<file path="src/rcms_defines.svh">
// constants for the reset, clock and mode-select front end
// assumes sys_clk is the oscillator input at 250 MHz; one output clock = two sys_clk
`ifndef RCMS_DEFINES_SVH
`define RCMS_DEFINES_SVH
`define RCMS_SYNC_STAGES     2
`define RCMS_RST_HOLD_OCLK   2
`define RCMS_FETCH_DLY_HALF  13
`define RCMS_STRAP_DLY_OCLK  4
`define RCMS_WAIT_POLL_OCLK  5
`define RCMS_CNT_W           5
`endif

</file>
<file path="src/rcms_pkg.sv">
// types for the reset, clock and mode-select front end
// assumes rcms_defines.svh is compiled alongside
package rcms_pkg;
  typedef enum logic {RCMS_LEGACY, RCMS_EXTENDED} rcms_mode_t;
  typedef struct packed {
    logic waitReq;
    logic fpReq;
  } rcms_core_req_t;
  typedef struct packed {
    logic       coreRun;
    logic       fetchStart;
    rcms_mode_t mode;
    logic       waitSuspended;
    logic       fpIssue;
  } rcms_core_stat_t;
endpackage

</file>
<file path="src/rcms_clk_div.sv">
// divide-by-two of the oscillator input, plus the phase enable pulse
// assumes a free-running sys_clk; reset only sets the phase
`include "rcms_defines.svh"
module rcms_clk_div
  import rcms_pkg::*;
(
  input  wire logic sys_clk,
  input  wire logic reset,
  output logic      divClk,
  output logic      oclkRise
);
  logic divClk_q;
  logic divClk_d;

  // single toggle flop keeps both phases equal; reset holds it high
  always_comb
  begin
    divClk_d = ~divClk_q;
  end

  always_ff @(posedge sys_clk or posedge reset)
  begin
    // starts high so the re-timed output pin already toggles on the first edge after reset
    if (reset)
      divClk_q <= 1'b1;
    else
      divClk_q <= divClk_d;
  end

  assign divClk   = divClk_q;
  assign oclkRise = ~divClk_q; // next edge raises the output clock
endmodule // rcms_clk_div

</file>
<file path="src/rcms_sync.sv">
// two-flop synchroniser for the asynchronous power-on clear input
// assumes the input may change at any time
`include "rcms_defines.svh"
module rcms_sync
  import rcms_pkg::*;
(
  input  wire logic sys_clk,
  input  wire logic reset,
  input  wire logic asyncIn,
  output logic      syncOut
);
  logic [`RCMS_SYNC_STAGES-1:0] stage_q;
  logic [`RCMS_SYNC_STAGES-1:0] stage_d;

  // first stage is read only by the second
  always_comb
  begin
    stage_d = {stage_q[`RCMS_SYNC_STAGES-2:0], asyncIn};
  end

  always_ff @(posedge sys_clk or posedge reset)
  begin
    if (reset)
      stage_q <= '0;
    else
      stage_q <= stage_d;
  end

  assign syncOut = stage_q[`RCMS_SYNC_STAGES-1];
endmodule // rcms_sync

</file>
<file path="src/rcms_front_end.sv">
// reset, clock divider and mode strap front end of a processor core
// assumes sys_clk is the oscillator input and reset is the power-up reset
// Notes on behaviour
// - output clock is the oscillator input divided by two
// - output clock has equal phases; pin timing follows it
// - output clock keeps running while clear is held low; power-up reset holds it
// - active clear input stops the core and holds it idle
// - clear input is asynchronous and synchronised inside
// - fetching starts about six and a half clocks after clear release
// - extended mode only if strap high at release, low four clocks later
// - strap is sampled during and after reset for the mode
// - strap pin is never driven; it is an input only
// - legacy mode: strap pin is the wait-gate input
// - wait-gate high at wait start suspends execution
// - suspended core polls the gate every five clocks, resumes when low
// - interrupts are still serviced while suspended if enabled
// - extended mode: pin is coprocessor busy; commands issue when not busy
// - system reset output is synchronous and tracks clear length
// - system reset output drops two output clocks after clear release
`include "rcms_defines.svh"
module rcms_front_end
  import rcms_pkg::*;
(
  input  wire logic            sys_clk,
  input  wire logic            reset,
  input  wire logic            power_on_clear_input_n,
  input  wire logic            strapPin,
  input  wire logic            intEnable,
  input  wire logic            intPending,
  input  wire rcms_core_req_t  coreReq,
  output logic                 divided_clock_output,
  output logic                 oscillator_feedback_output,
  output logic                 strapOe,
  output logic                 sysReset,
  output logic                 intService,
  output rcms_core_stat_t      coreStat
);
  typedef enum logic [1:0] {RCMS_S_RESET, RCMS_S_HOLD, RCMS_S_RUN} rcms_state_t;

  logic                  divClk;
  logic                  oclkRise;
  logic                  clearSync;
  rcms_state_t           state_q;
  rcms_state_t           state_d;
  logic [`RCMS_CNT_W-1:0] cnt_q;
  logic [`RCMS_CNT_W-1:0] cnt_d;
  logic                  sysReset_q;
  logic                  sysReset_d;
  logic                  strapAtRise_q;
  logic                  strapAtRise_d;
  logic [2:0]            strapCnt_q;
  logic [2:0]            strapCnt_d;
  logic                  strapPend_q;
  logic                  strapPend_d;
  rcms_mode_t            mode_q;
  rcms_mode_t            mode_d;
  logic                  fetch_q;
  logic                  fetch_d;
  logic                  susp_q;
  logic                  susp_d;
  logic [2:0]            poll_q;
  logic [2:0]            poll_d;
  logic                  fpIssue_q;
  logic                  fpIssue_d;
  logic                  intSvc_q;
  logic                  intSvc_d;
  logic                  divided_clock_output_q;
  logic                  divided_clock_output_d;
  logic                  oscFb_q;
  logic                  oscFb_d;
  logic                  coreRun_q;
  logic                  coreRun_d;

  // last count of a small enable-paced counter; shared by strap and poll timing
  function automatic logic isLastCount(
    input logic [2:0] count,
    input int         limit
  );
    return count == 3'(limit - 1);
  endfunction

  rcms_clk_div u_div (
    .sys_clk  (sys_clk),
    .reset    (reset),
    .divClk   (divClk),
    .oclkRise (oclkRise)
  );

  rcms_sync u_sync (
    .sys_clk (sys_clk),
    .reset   (reset),
    .asyncIn (power_on_clear_input_n),
    .syncOut (clearSync)
  );

  // output pins re-timed so each leaves a flop
  always_comb
  begin
    divided_clock_output_d = divClk;
    oscFb_d  = ~divClk;
  end

  // reset sequencing: clear input, system reset output and fetch start
  always_comb
  begin
    state_d    = state_q;
    cnt_d      = cnt_q;
    sysReset_d = sysReset_q;
    fetch_d    = 1'b0;
    case (state_q)
      RCMS_S_RESET:
      begin
        sysReset_d = 1'b1;
        cnt_d      = '0;
        if (clearSync)
          state_d = RCMS_S_HOLD;
      end
      RCMS_S_HOLD:
      begin
        cnt_d = cnt_q + 1'b1;
        if (cnt_q == 5'(2 * `RCMS_RST_HOLD_OCLK - 1))
          sysReset_d = 1'b0;
        if (cnt_q == 5'(`RCMS_FETCH_DLY_HALF - 1))
        begin
          fetch_d = 1'b1;
          state_d = RCMS_S_RUN;
        end
      end
      default:
      begin
      end
    endcase
    if (!clearSync)
    begin
      state_d    = RCMS_S_RESET;
      sysReset_d = 1'b1;
    end
  end

  // mode strap capture; release is the synchronised rising edge of clear
  always_comb
  begin
    strapAtRise_d = strapAtRise_q;
    strapCnt_d    = strapCnt_q;
    strapPend_d   = strapPend_q;
    mode_d        = mode_q;
    if (state_q == RCMS_S_RESET && clearSync)
    begin
      strapAtRise_d = strapPin;
      strapCnt_d    = '0;
      strapPend_d   = 1'b1;
    end
    else if (strapPend_q && oclkRise)
    begin
      strapCnt_d = strapCnt_q + 1'b1;
      // high then low four clocks later
      if (isLastCount(strapCnt_q, `RCMS_STRAP_DLY_OCLK))
      begin
        strapPend_d = 1'b0;
        mode_d      = (strapAtRise_q && !strapPin) ? RCMS_EXTENDED : RCMS_LEGACY;
      end
    end
    if (!clearSync)
    begin
      strapPend_d = 1'b0;
      mode_d      = RCMS_LEGACY;
    end
  end

  // wait-gate suspension, coprocessor busy gating and interrupt service
  always_comb
  begin
    susp_d    = susp_q;
    poll_d    = poll_q;
    fpIssue_d = 1'b0;
    intSvc_d  = 1'b0;
    if (state_q == RCMS_S_RUN && !strapPend_q)
    begin
      if (mode_q == RCMS_LEGACY && !susp_q && coreReq.waitReq && strapPin)
      begin
        susp_d = 1'b1;
        poll_d = '0;
      end
      else if (susp_q && oclkRise)
      begin
        poll_d = isLastCount(poll_q, `RCMS_WAIT_POLL_OCLK) ? 3'h0 : poll_q + 1'b1;
        if (isLastCount(poll_q, `RCMS_WAIT_POLL_OCLK) && !strapPin)
          susp_d = 1'b0;
      end
      intSvc_d = susp_q && intEnable && intPending;
      fpIssue_d = mode_q == RCMS_EXTENDED && coreReq.fpReq && !strapPin;
    end
    if (!clearSync)
    begin
      susp_d = 1'b0;
      poll_d = '0;
    end
    // run flag leaves a flop, so it is built from the next state values
    coreRun_d = (state_d == RCMS_S_RUN) && !susp_d;
  end

  // output pin registers
  always_ff @(posedge sys_clk or posedge reset)
  begin
    if (reset)
    begin
      divided_clock_output_q <= 1'b0;
      oscFb_q  <= 1'b1;
    end
    else
    begin
      divided_clock_output_q <= divided_clock_output_d;
      oscFb_q  <= oscFb_d;
    end
  end

  // reset sequencing registers
  always_ff @(posedge sys_clk or posedge reset)
  begin
    if (reset)
    begin
      state_q    <= RCMS_S_RESET;
      cnt_q      <= '0;
      sysReset_q <= 1'b1;
      fetch_q    <= 1'b0;
    end
    else
    begin
      state_q    <= state_d;
      cnt_q      <= cnt_d;
      sysReset_q <= sysReset_d;
      fetch_q    <= fetch_d;
    end
  end

  // mode strap registers
  always_ff @(posedge sys_clk or posedge reset)
  begin
    if (reset)
    begin
      strapAtRise_q <= 1'b0;
      strapCnt_q    <= '0;
      strapPend_q   <= 1'b0;
      mode_q        <= RCMS_LEGACY;
    end
    else
    begin
      strapAtRise_q <= strapAtRise_d;
      strapCnt_q    <= strapCnt_d;
      strapPend_q   <= strapPend_d;
      mode_q        <= mode_d;
    end
  end

  // wait, coprocessor and interrupt registers
  always_ff @(posedge sys_clk or posedge reset)
  begin
    if (reset)
    begin
      susp_q    <= 1'b0;
      poll_q    <= '0;
      fpIssue_q <= 1'b0;
      intSvc_q  <= 1'b0;
      coreRun_q <= 1'b0;
    end
    else
    begin
      susp_q    <= susp_d;
      poll_q    <= poll_d;
      fpIssue_q <= fpIssue_d;
      intSvc_q  <= intSvc_d;
      coreRun_q <= coreRun_d;
    end
  end

  assign strapOe                    = 1'b0;
  assign divided_clock_output       = divided_clock_output_q;
  assign oscillator_feedback_output = oscFb_q;
  assign sysReset                   = sysReset_q;
  assign intService                 = intSvc_q;
  assign coreStat.coreRun           = coreRun_q;
  assign coreStat.fetchStart        = fetch_q;
  assign coreStat.mode              = mode_q;
  assign coreStat.waitSuspended     = susp_q;
  assign coreStat.fpIssue           = fpIssue_q;
endmodule // rcms_front_end

</file>
<file path="config.mk">
export PLATFORM = sky130hd
export DESIGN_NAME = rcms_front_end
export DESIGN_NICKNAME = d
export VERILOG_FILES = /design/src/rcms_pkg.sv /design/src/rcms_clk_div.sv /design/src/rcms_sync.sv /design/src/rcms_front_end.sv
export VERILOG_INCLUDE_DIRS = /design/src
export SDC_FILE = /design/constraint.sdc
export NUM_CORES = 1
export LEC_CHECK = 0
export ABC_AREA = 1
export BUFFER_PORTS_ARGS = -buffer_cell sky130_fd_sc_hd__buf_4
export CAP_MARGIN = 5
export CORE_MARGIN = 2
export CORE_UTILIZATION = 35
export DETAILED_ROUTE_END_ITERATION = 10
export PLACE_DENSITY_LB_ADDON = 0.15
export SYNTH_ARGS = -nofsm -noshare
export SYNTH_HDL_FRONTEND = slang
export SYNTH_HIERARCHICAL = 1
export SYNTH_SLANG_ARGS = --single-unit
</file>
<file path="constraint.sdc">
create_clock -name sys_clk -period 1.25 [get_ports sys_clk]
set_input_delay 0.125 -clock sys_clk [delete_from_list [all_inputs] [get_ports sys_clk]]
set_output_delay 0.125 -clock sys_clk [all_outputs]
set_load 0.1 [all_outputs]
</file>
**Word level (Yosys, flattened, before mapping)**

Index checks and enable logic that the tools add are counted.

- Output and inout bits: 10
- Bits in registers: 26
- Logic and storage cells: 94
- Input bits: 8
- Memories: 0
- Bits in writable memories: 0
- Bits in latches: 0
- ROM bits: 0

- Mux-type cells: 32
- Eq/ne operators: 16
- Add/subtract/negate cells: 3
- Shift operators: 0
- Divide/modulo/power cells: 0
- $mul: 0
- $lt $le $gt $ge: 0
- Bitwise logic cells: 2
- Reduce and logical (&&, ||, !) cells: 25

Operators with widths:

| operator | number |
|---|---|
| $mux W3 | 7 |
| $mux W1 | 20 |
| $ne A3 B3 Y1 const B | 5 |
| $logic_and A1 B1 Y1 | 14 |
| $pmux W5 S2 | 1 |
| $ne A2 B2 Y1 const B | 4 |
| $add A3 B1 Y3 const B | 2 |
| $reduce_and A2 Y1 | 3 |
| $add A5 B1 Y5 const B | 1 |
| $eq A5 B2 Y1 const B | 1 |
| $eq A5 B4 Y1 const B | 1 |
| $eq A2 B2 Y1 const B | 2 |
| $logic_not A1 Y1 | 4 |
| $mux W2 | 2 |
| $pmux W2 S2 | 1 |
| $reduce_bool A2 Y1 | 2 |
| $eq A3 B2 Y1 const B | 1 |
| $eq A3 B3 Y1 const B | 1 |
| $reduce_and A3 Y1 | 1 |
| $eq A2 B1 Y1 const B | 1 |
| $logic_not A2 Y1 | 1 |
| $not A1 Y1 | 2 |
| $pmux W1 S2 | 1 |

**Longest topological paths before layout**

- Word-level depth: 9
- Depth in mapped cells: 8
- Gate-level depth less buffers: 8

**By module**

Netlist, hierarchy kept.

Modules (own cells, without submodules):

| module | area each (um^2) | sequential area each (um^2) | times used | cells an instance |
|---|---|---|---|---|
| rcms_front_end | 1,238.7 | 603.1 | 1 | 141 |
| rcms_sync | 53.8 | 50.0 | 1 | 3 |
| rcms_clk_div | 33.8 | 26.3 | 1 | 3 |

**Worst setup path before layout**

Ideal clock, no wire load.

- Path kind: register to register
- Start: reg u_div.divClk_q, in the netlist u_div/divClk
- End: reg mode_q
- Buffers on the path: 0
- Data arrival time: 1.017 ns
- Clock period less this slack: 1.139 ns
- Library setup time: 0.121 ns
- Stages on the path, launching flop included: 8
- Slack: 0.111 ns
- Required time: 1.129 ns
- Cells stage by stage: dfstp_2 inv_1 nand2_1 inv_2 nand3_1 nand2_2 nand4_1 o21ai_1

- Word-level cells in the longest chain between the ends: 4

Ends and longest elaborated chain:

| what | line | RTL |
|---|---|---|
| start: declaration | rcms_clk_div.sv:12 | `logic divClk_q;` |
| start signal: assignment | rcms_clk_div.sv:27 | `divClk_q <= divClk_d;` |
| $not A1 Y1 | rcms_clk_div.sv:31 | `assign oclkRise = ~divClk_q;` |
| net oclkRise | rcms_front_end.sv:41 | `logic oclkRise;` |
| $logic_and A1 B1 Y1 | rcms_front_end.sv:153 | `else if (strapPend_q && oclkRise)` |
| $ne A2 B2 Y1 (no line) | -- |  |
| $reduce_and A3 Y1 (no line) | -- |  |
| end signal: assignment | rcms_front_end.sv:251 | `mode_q <= mode_d;` |
| end: declaration | rcms_front_end.sv:55 | `rcms_mode_t mode_q;` |

The timed path passes the listed nets, and every way through them passes these cells.
A chain may end at the register's enable or synchronous reset.

**Worst setup path in the final report**

- Start: reg cnt_q[0]
- End: reg sysReset_q, in the netlist sysReset

- Word-level cells in the longest chain between the ends: 3

Ends and longest elaborated chain:

| what | line | RTL |
|---|---|---|
| start: declaration | rcms_front_end.sv:45 | `` logic [`RCMS_CNT_W-1:0] cnt_q; `` |
| start signal: assignment | rcms_front_end.sv:230 | `cnt_q <= cnt_d;` |
| $eq A5 B2 Y1 | rcms_front_end.sv:121 | `` if (cnt_q == 5'(2 * `RCMS_RST_HOLD_OCLK - 1)) `` |
| $ne A3 B3 Y1 (no line) | -- |  |
| $reduce_and A2 Y1 (no line) | -- |  |
| end signal: assignment | rcms_front_end.sv:231 | `sysReset_q <= sysReset_d;` |
| end: declaration | rcms_front_end.sv:47 | `logic sysReset_q;` |

No other way between the ends.

==> metrics.cfg <==
[power]
peakVddDrop_v = 0.000419
p_sw_share_pct = 31.9
clockPowerShare_pct = 22.0
powerDensity_nw_per_um2 = 1340
leakagePower_uw = 0.000822
p_total_uw = 2240
seqPwrFrac_pct = 47.7
combPwrFrac_pct = 30.3
p_int_uw = 1520
p_sw_uw = 713

[global_routing]
track_usage_pct = 12.3
grt.overflow.total = 0
antenna_found_initial = 0
grt_max_degree = 25
grt_pass1_vias = 948
grt_pass1_wl_um = 4120

[cts]
numCtsBuffers = 3
cts_max_level = 1
clock_latency_ns = 0.27
cts_tree = built
cts.sinks = 27
cts_root_buffer = clkbuf_8
cts.clk_slew.worst_paths_ns = 0.09
clock_path_buffers = 2

[route]
first_pass_iters = 4
detail-route-antenna-nets = 0
drc = 0
viasPerCell = 4.52
wl_per_cell_um = 11.2
vias = 995
wirelength_um = 2470
initialDrtViolationCount = 23

[worst_setup_path]
critical_path_required_ns = 1.44
slowest_delay_ns = 0.38
cp_num_buf_inv = 2
crit_chain = buf_4 -> buf_6 -> ha_4 -> nand3_4 -> o31ai_4 -> nand3_1
cp-end-kind = flip-flop
start_kind = flip-flop
crit_slowest_cell = dfrtp_1
crit_fanout = 2
crit_family = flip-flops
cp_data_arrival_time_ns = 1.43
crit_type = flip-flop to flip-flop

[yosys]
postSynthNetCount = 161
syn_area_per_cell_um2 = 9.02
synth_cells = 147
yosys_warnings = 6
yosysTopAreaCell = dfrtp_1
synth_cell_type_count = 28
ys_seq_elements = 27
netlist_area_um2 = 1330
synth_top_area_share_pct = 45.3
netlist_top_cells_area = dfrtp_1, nand2_1, dfstp_2
yosysSeqAreaShare_pct = 51.2

[worst_hold_path]
hold_path.class = input port to flip-flop

[finish]
num-nets-final = 187
diodes = 0
area_growth_pct = 25.6
final_common_cell = buf_4
n_fill_cell = 368
seq_area_um2 = 681
instances_no_fill = 220
final_cell_mix = buf_4, dfrtp_1, nand2_1
final_util_pct = 45.5
drive_gt1_share_pct = 35.5
multi_input_area_um2 = 564

[placed_design]
port_buffers = 16
dpl.hpwl_um = 1800
place_ws_ns = 0.00736
gp_congestion = 0.747
dp_cells = 209

[floorplanning]
core_area_um2 = 3660
fp-row-count = 22
die_w_um = 65.6
die-area_um2 = 4300
initial_utilization_pct = 36.2
ios = 18
die_h_um = 65.6

[timing]
slew_viol_final = 0
setup_tns_ns = 0
max_freq_mhz = 811
grt_setup_unrepaired = true
setup_viol_count_final = 0
min_period_ns = 1.23
finalHoldViolations = 0
finalClockSkew_ns = 0.00197
setup_slack_ns = 0.0174
period_share_pct = 98.6

[run]
drv_cap = 0

[status]
status = complete, no violations

-- path summary, 6_finish.rpt --
check	endpoint	startpoint	slack (ns)	depth (start not counted)
min in group asynchronous	u_sync/stage_q[1]$_DFF_PP0_	reset	0.27	3
max	sysReset$_DFFE_PP1P_	cnt_q[0]$_DFFE_PP0N_	0.02	6
min reg2reg	u_sync/stage_q[1]$_DFF_PP0_	u_sync/stage_q[0]$_DFF_PP0_	0.36	0
min	fpIssue_q$_DFF_PP0_	coreReq[0]	0.10	3
max in group asynchronous	sysReset$_DFFE_PP1P_	reset	0.49	4
max reg2reg	sysReset$_DFFE_PP1P_	cnt_q[0]$_DFFE_PP0N_	0.02	6
-- power by group through the flow --
stage	Combinational [µW]	Clock [µW]	Sequential, µW
4_1_cts	477	510	1060
5_1_grt	753	551	1080
6_report	677	491	1070
2_1_floorplan	330	0	1080
3_3_place_gp	429	0	1080
3_5_place_dp	439	0	1080
-- flip-flops by register name (all words and copies together) (netlist names), 2 cells and up --
| register | flops |
|---|---|
| cnt_q | 5 |
| poll_q | 3 |
| state_q | 2 |
| strapCnt_q | 3 |
| u_sync/stage_q | 2 |
-- routing by layer --
layer | up-vias | wire length, µm | GRT usage (%)
met2 | 18 | 1250 | 21.0
met3 | 2 | 80 | 2.05
met5 | - | 0 | 0
met4 | 0 | 7 | 3.91
met1 | 476 | 1130 | 15.7
li1 | 499 | - | -
-- synthesized netlist by cell type --
cell,count
a21oi_1,5
o21ai_2,1
o31ai_1,1
nand3_2,2
and2_1,1
buf_6,1
conb_1,1
nor2_2,1
xnor2_1,1
nor3_1,3
nand2_1,22
o21bai_1,1
o21ai_1,6
dfstp_2,3
inv_1,19
o21ai_0,1
buf_4,6
inv_2,5
nor2_1,13
nor2_4,1
nand4_1,2
nand3_1,12
dfrtp_1,24
a21oi_2,1
nand2_4,1
xor2_1,1
ha_1,6
nand2_2,6
-- through the flow --
stage | hold slack (ns) | instance area (µm²)
2_1_floorplan | -0.134 | 1330
3_3_place_gp | -0.000385 | 1490
3_5_place_dp | 0.00393 | 1490
4_1_cts | 0.0958 | 1560
5_1_grt | 0.102 | 1670
6_report | 0.100 | 1670
-- worst register-to-register path, cell delays in order, from the launching register on --
cell	delay, ns
dfrtp_1	0.38
buf_4	0.12
buf_6	0.09
ha_4	0.14
nand3_4	0.08
o31ai_4	0.25
nand3_1	0.11
-- layout make-up --
| cell class | count | area share, % |
|---|---|---|
| clock buffer | 4 | 2.70 |
| inverter | 24 | 5.56 |
| multi-input combinational | 89 | 33.9 |
| sequential | 27 | 40.9 |
| tap | 48 | 3.61 |
| timing repair buffer | 28 | 13.4 |
-- kinds of logic (layout without fill, tap and decap cells) --
| family | after synthesis | count (layout) | share of synthesized area (%) |
|---|---|---|---|
| XOR/XNOR | 2 | 2 | 1.32 |
| other | 1 | 1 | 0.283 |
| adder cells (fa/ha/maj) | 6 | 6 | 5.66 |
| AND/OR/NAND/NOR | 64 | 64 | 23.5 |
| AO/OA/AOI/OAI | 16 | 16 | 6.98 |
| buffers and inverters | 31 | 56 | 11.0 |
| flip-flops | 27 | 27 | 51.2 |
-- repair_timing --
action,in CTS,in global routing
hold buffers,2,0
endpoints found under the hold margin,26,0
setup endpoints to repair,1,3
resized for setup,1,17
pin swaps,1,10
buffers inserted,1,4
Power figures use the tool's default switching activity.
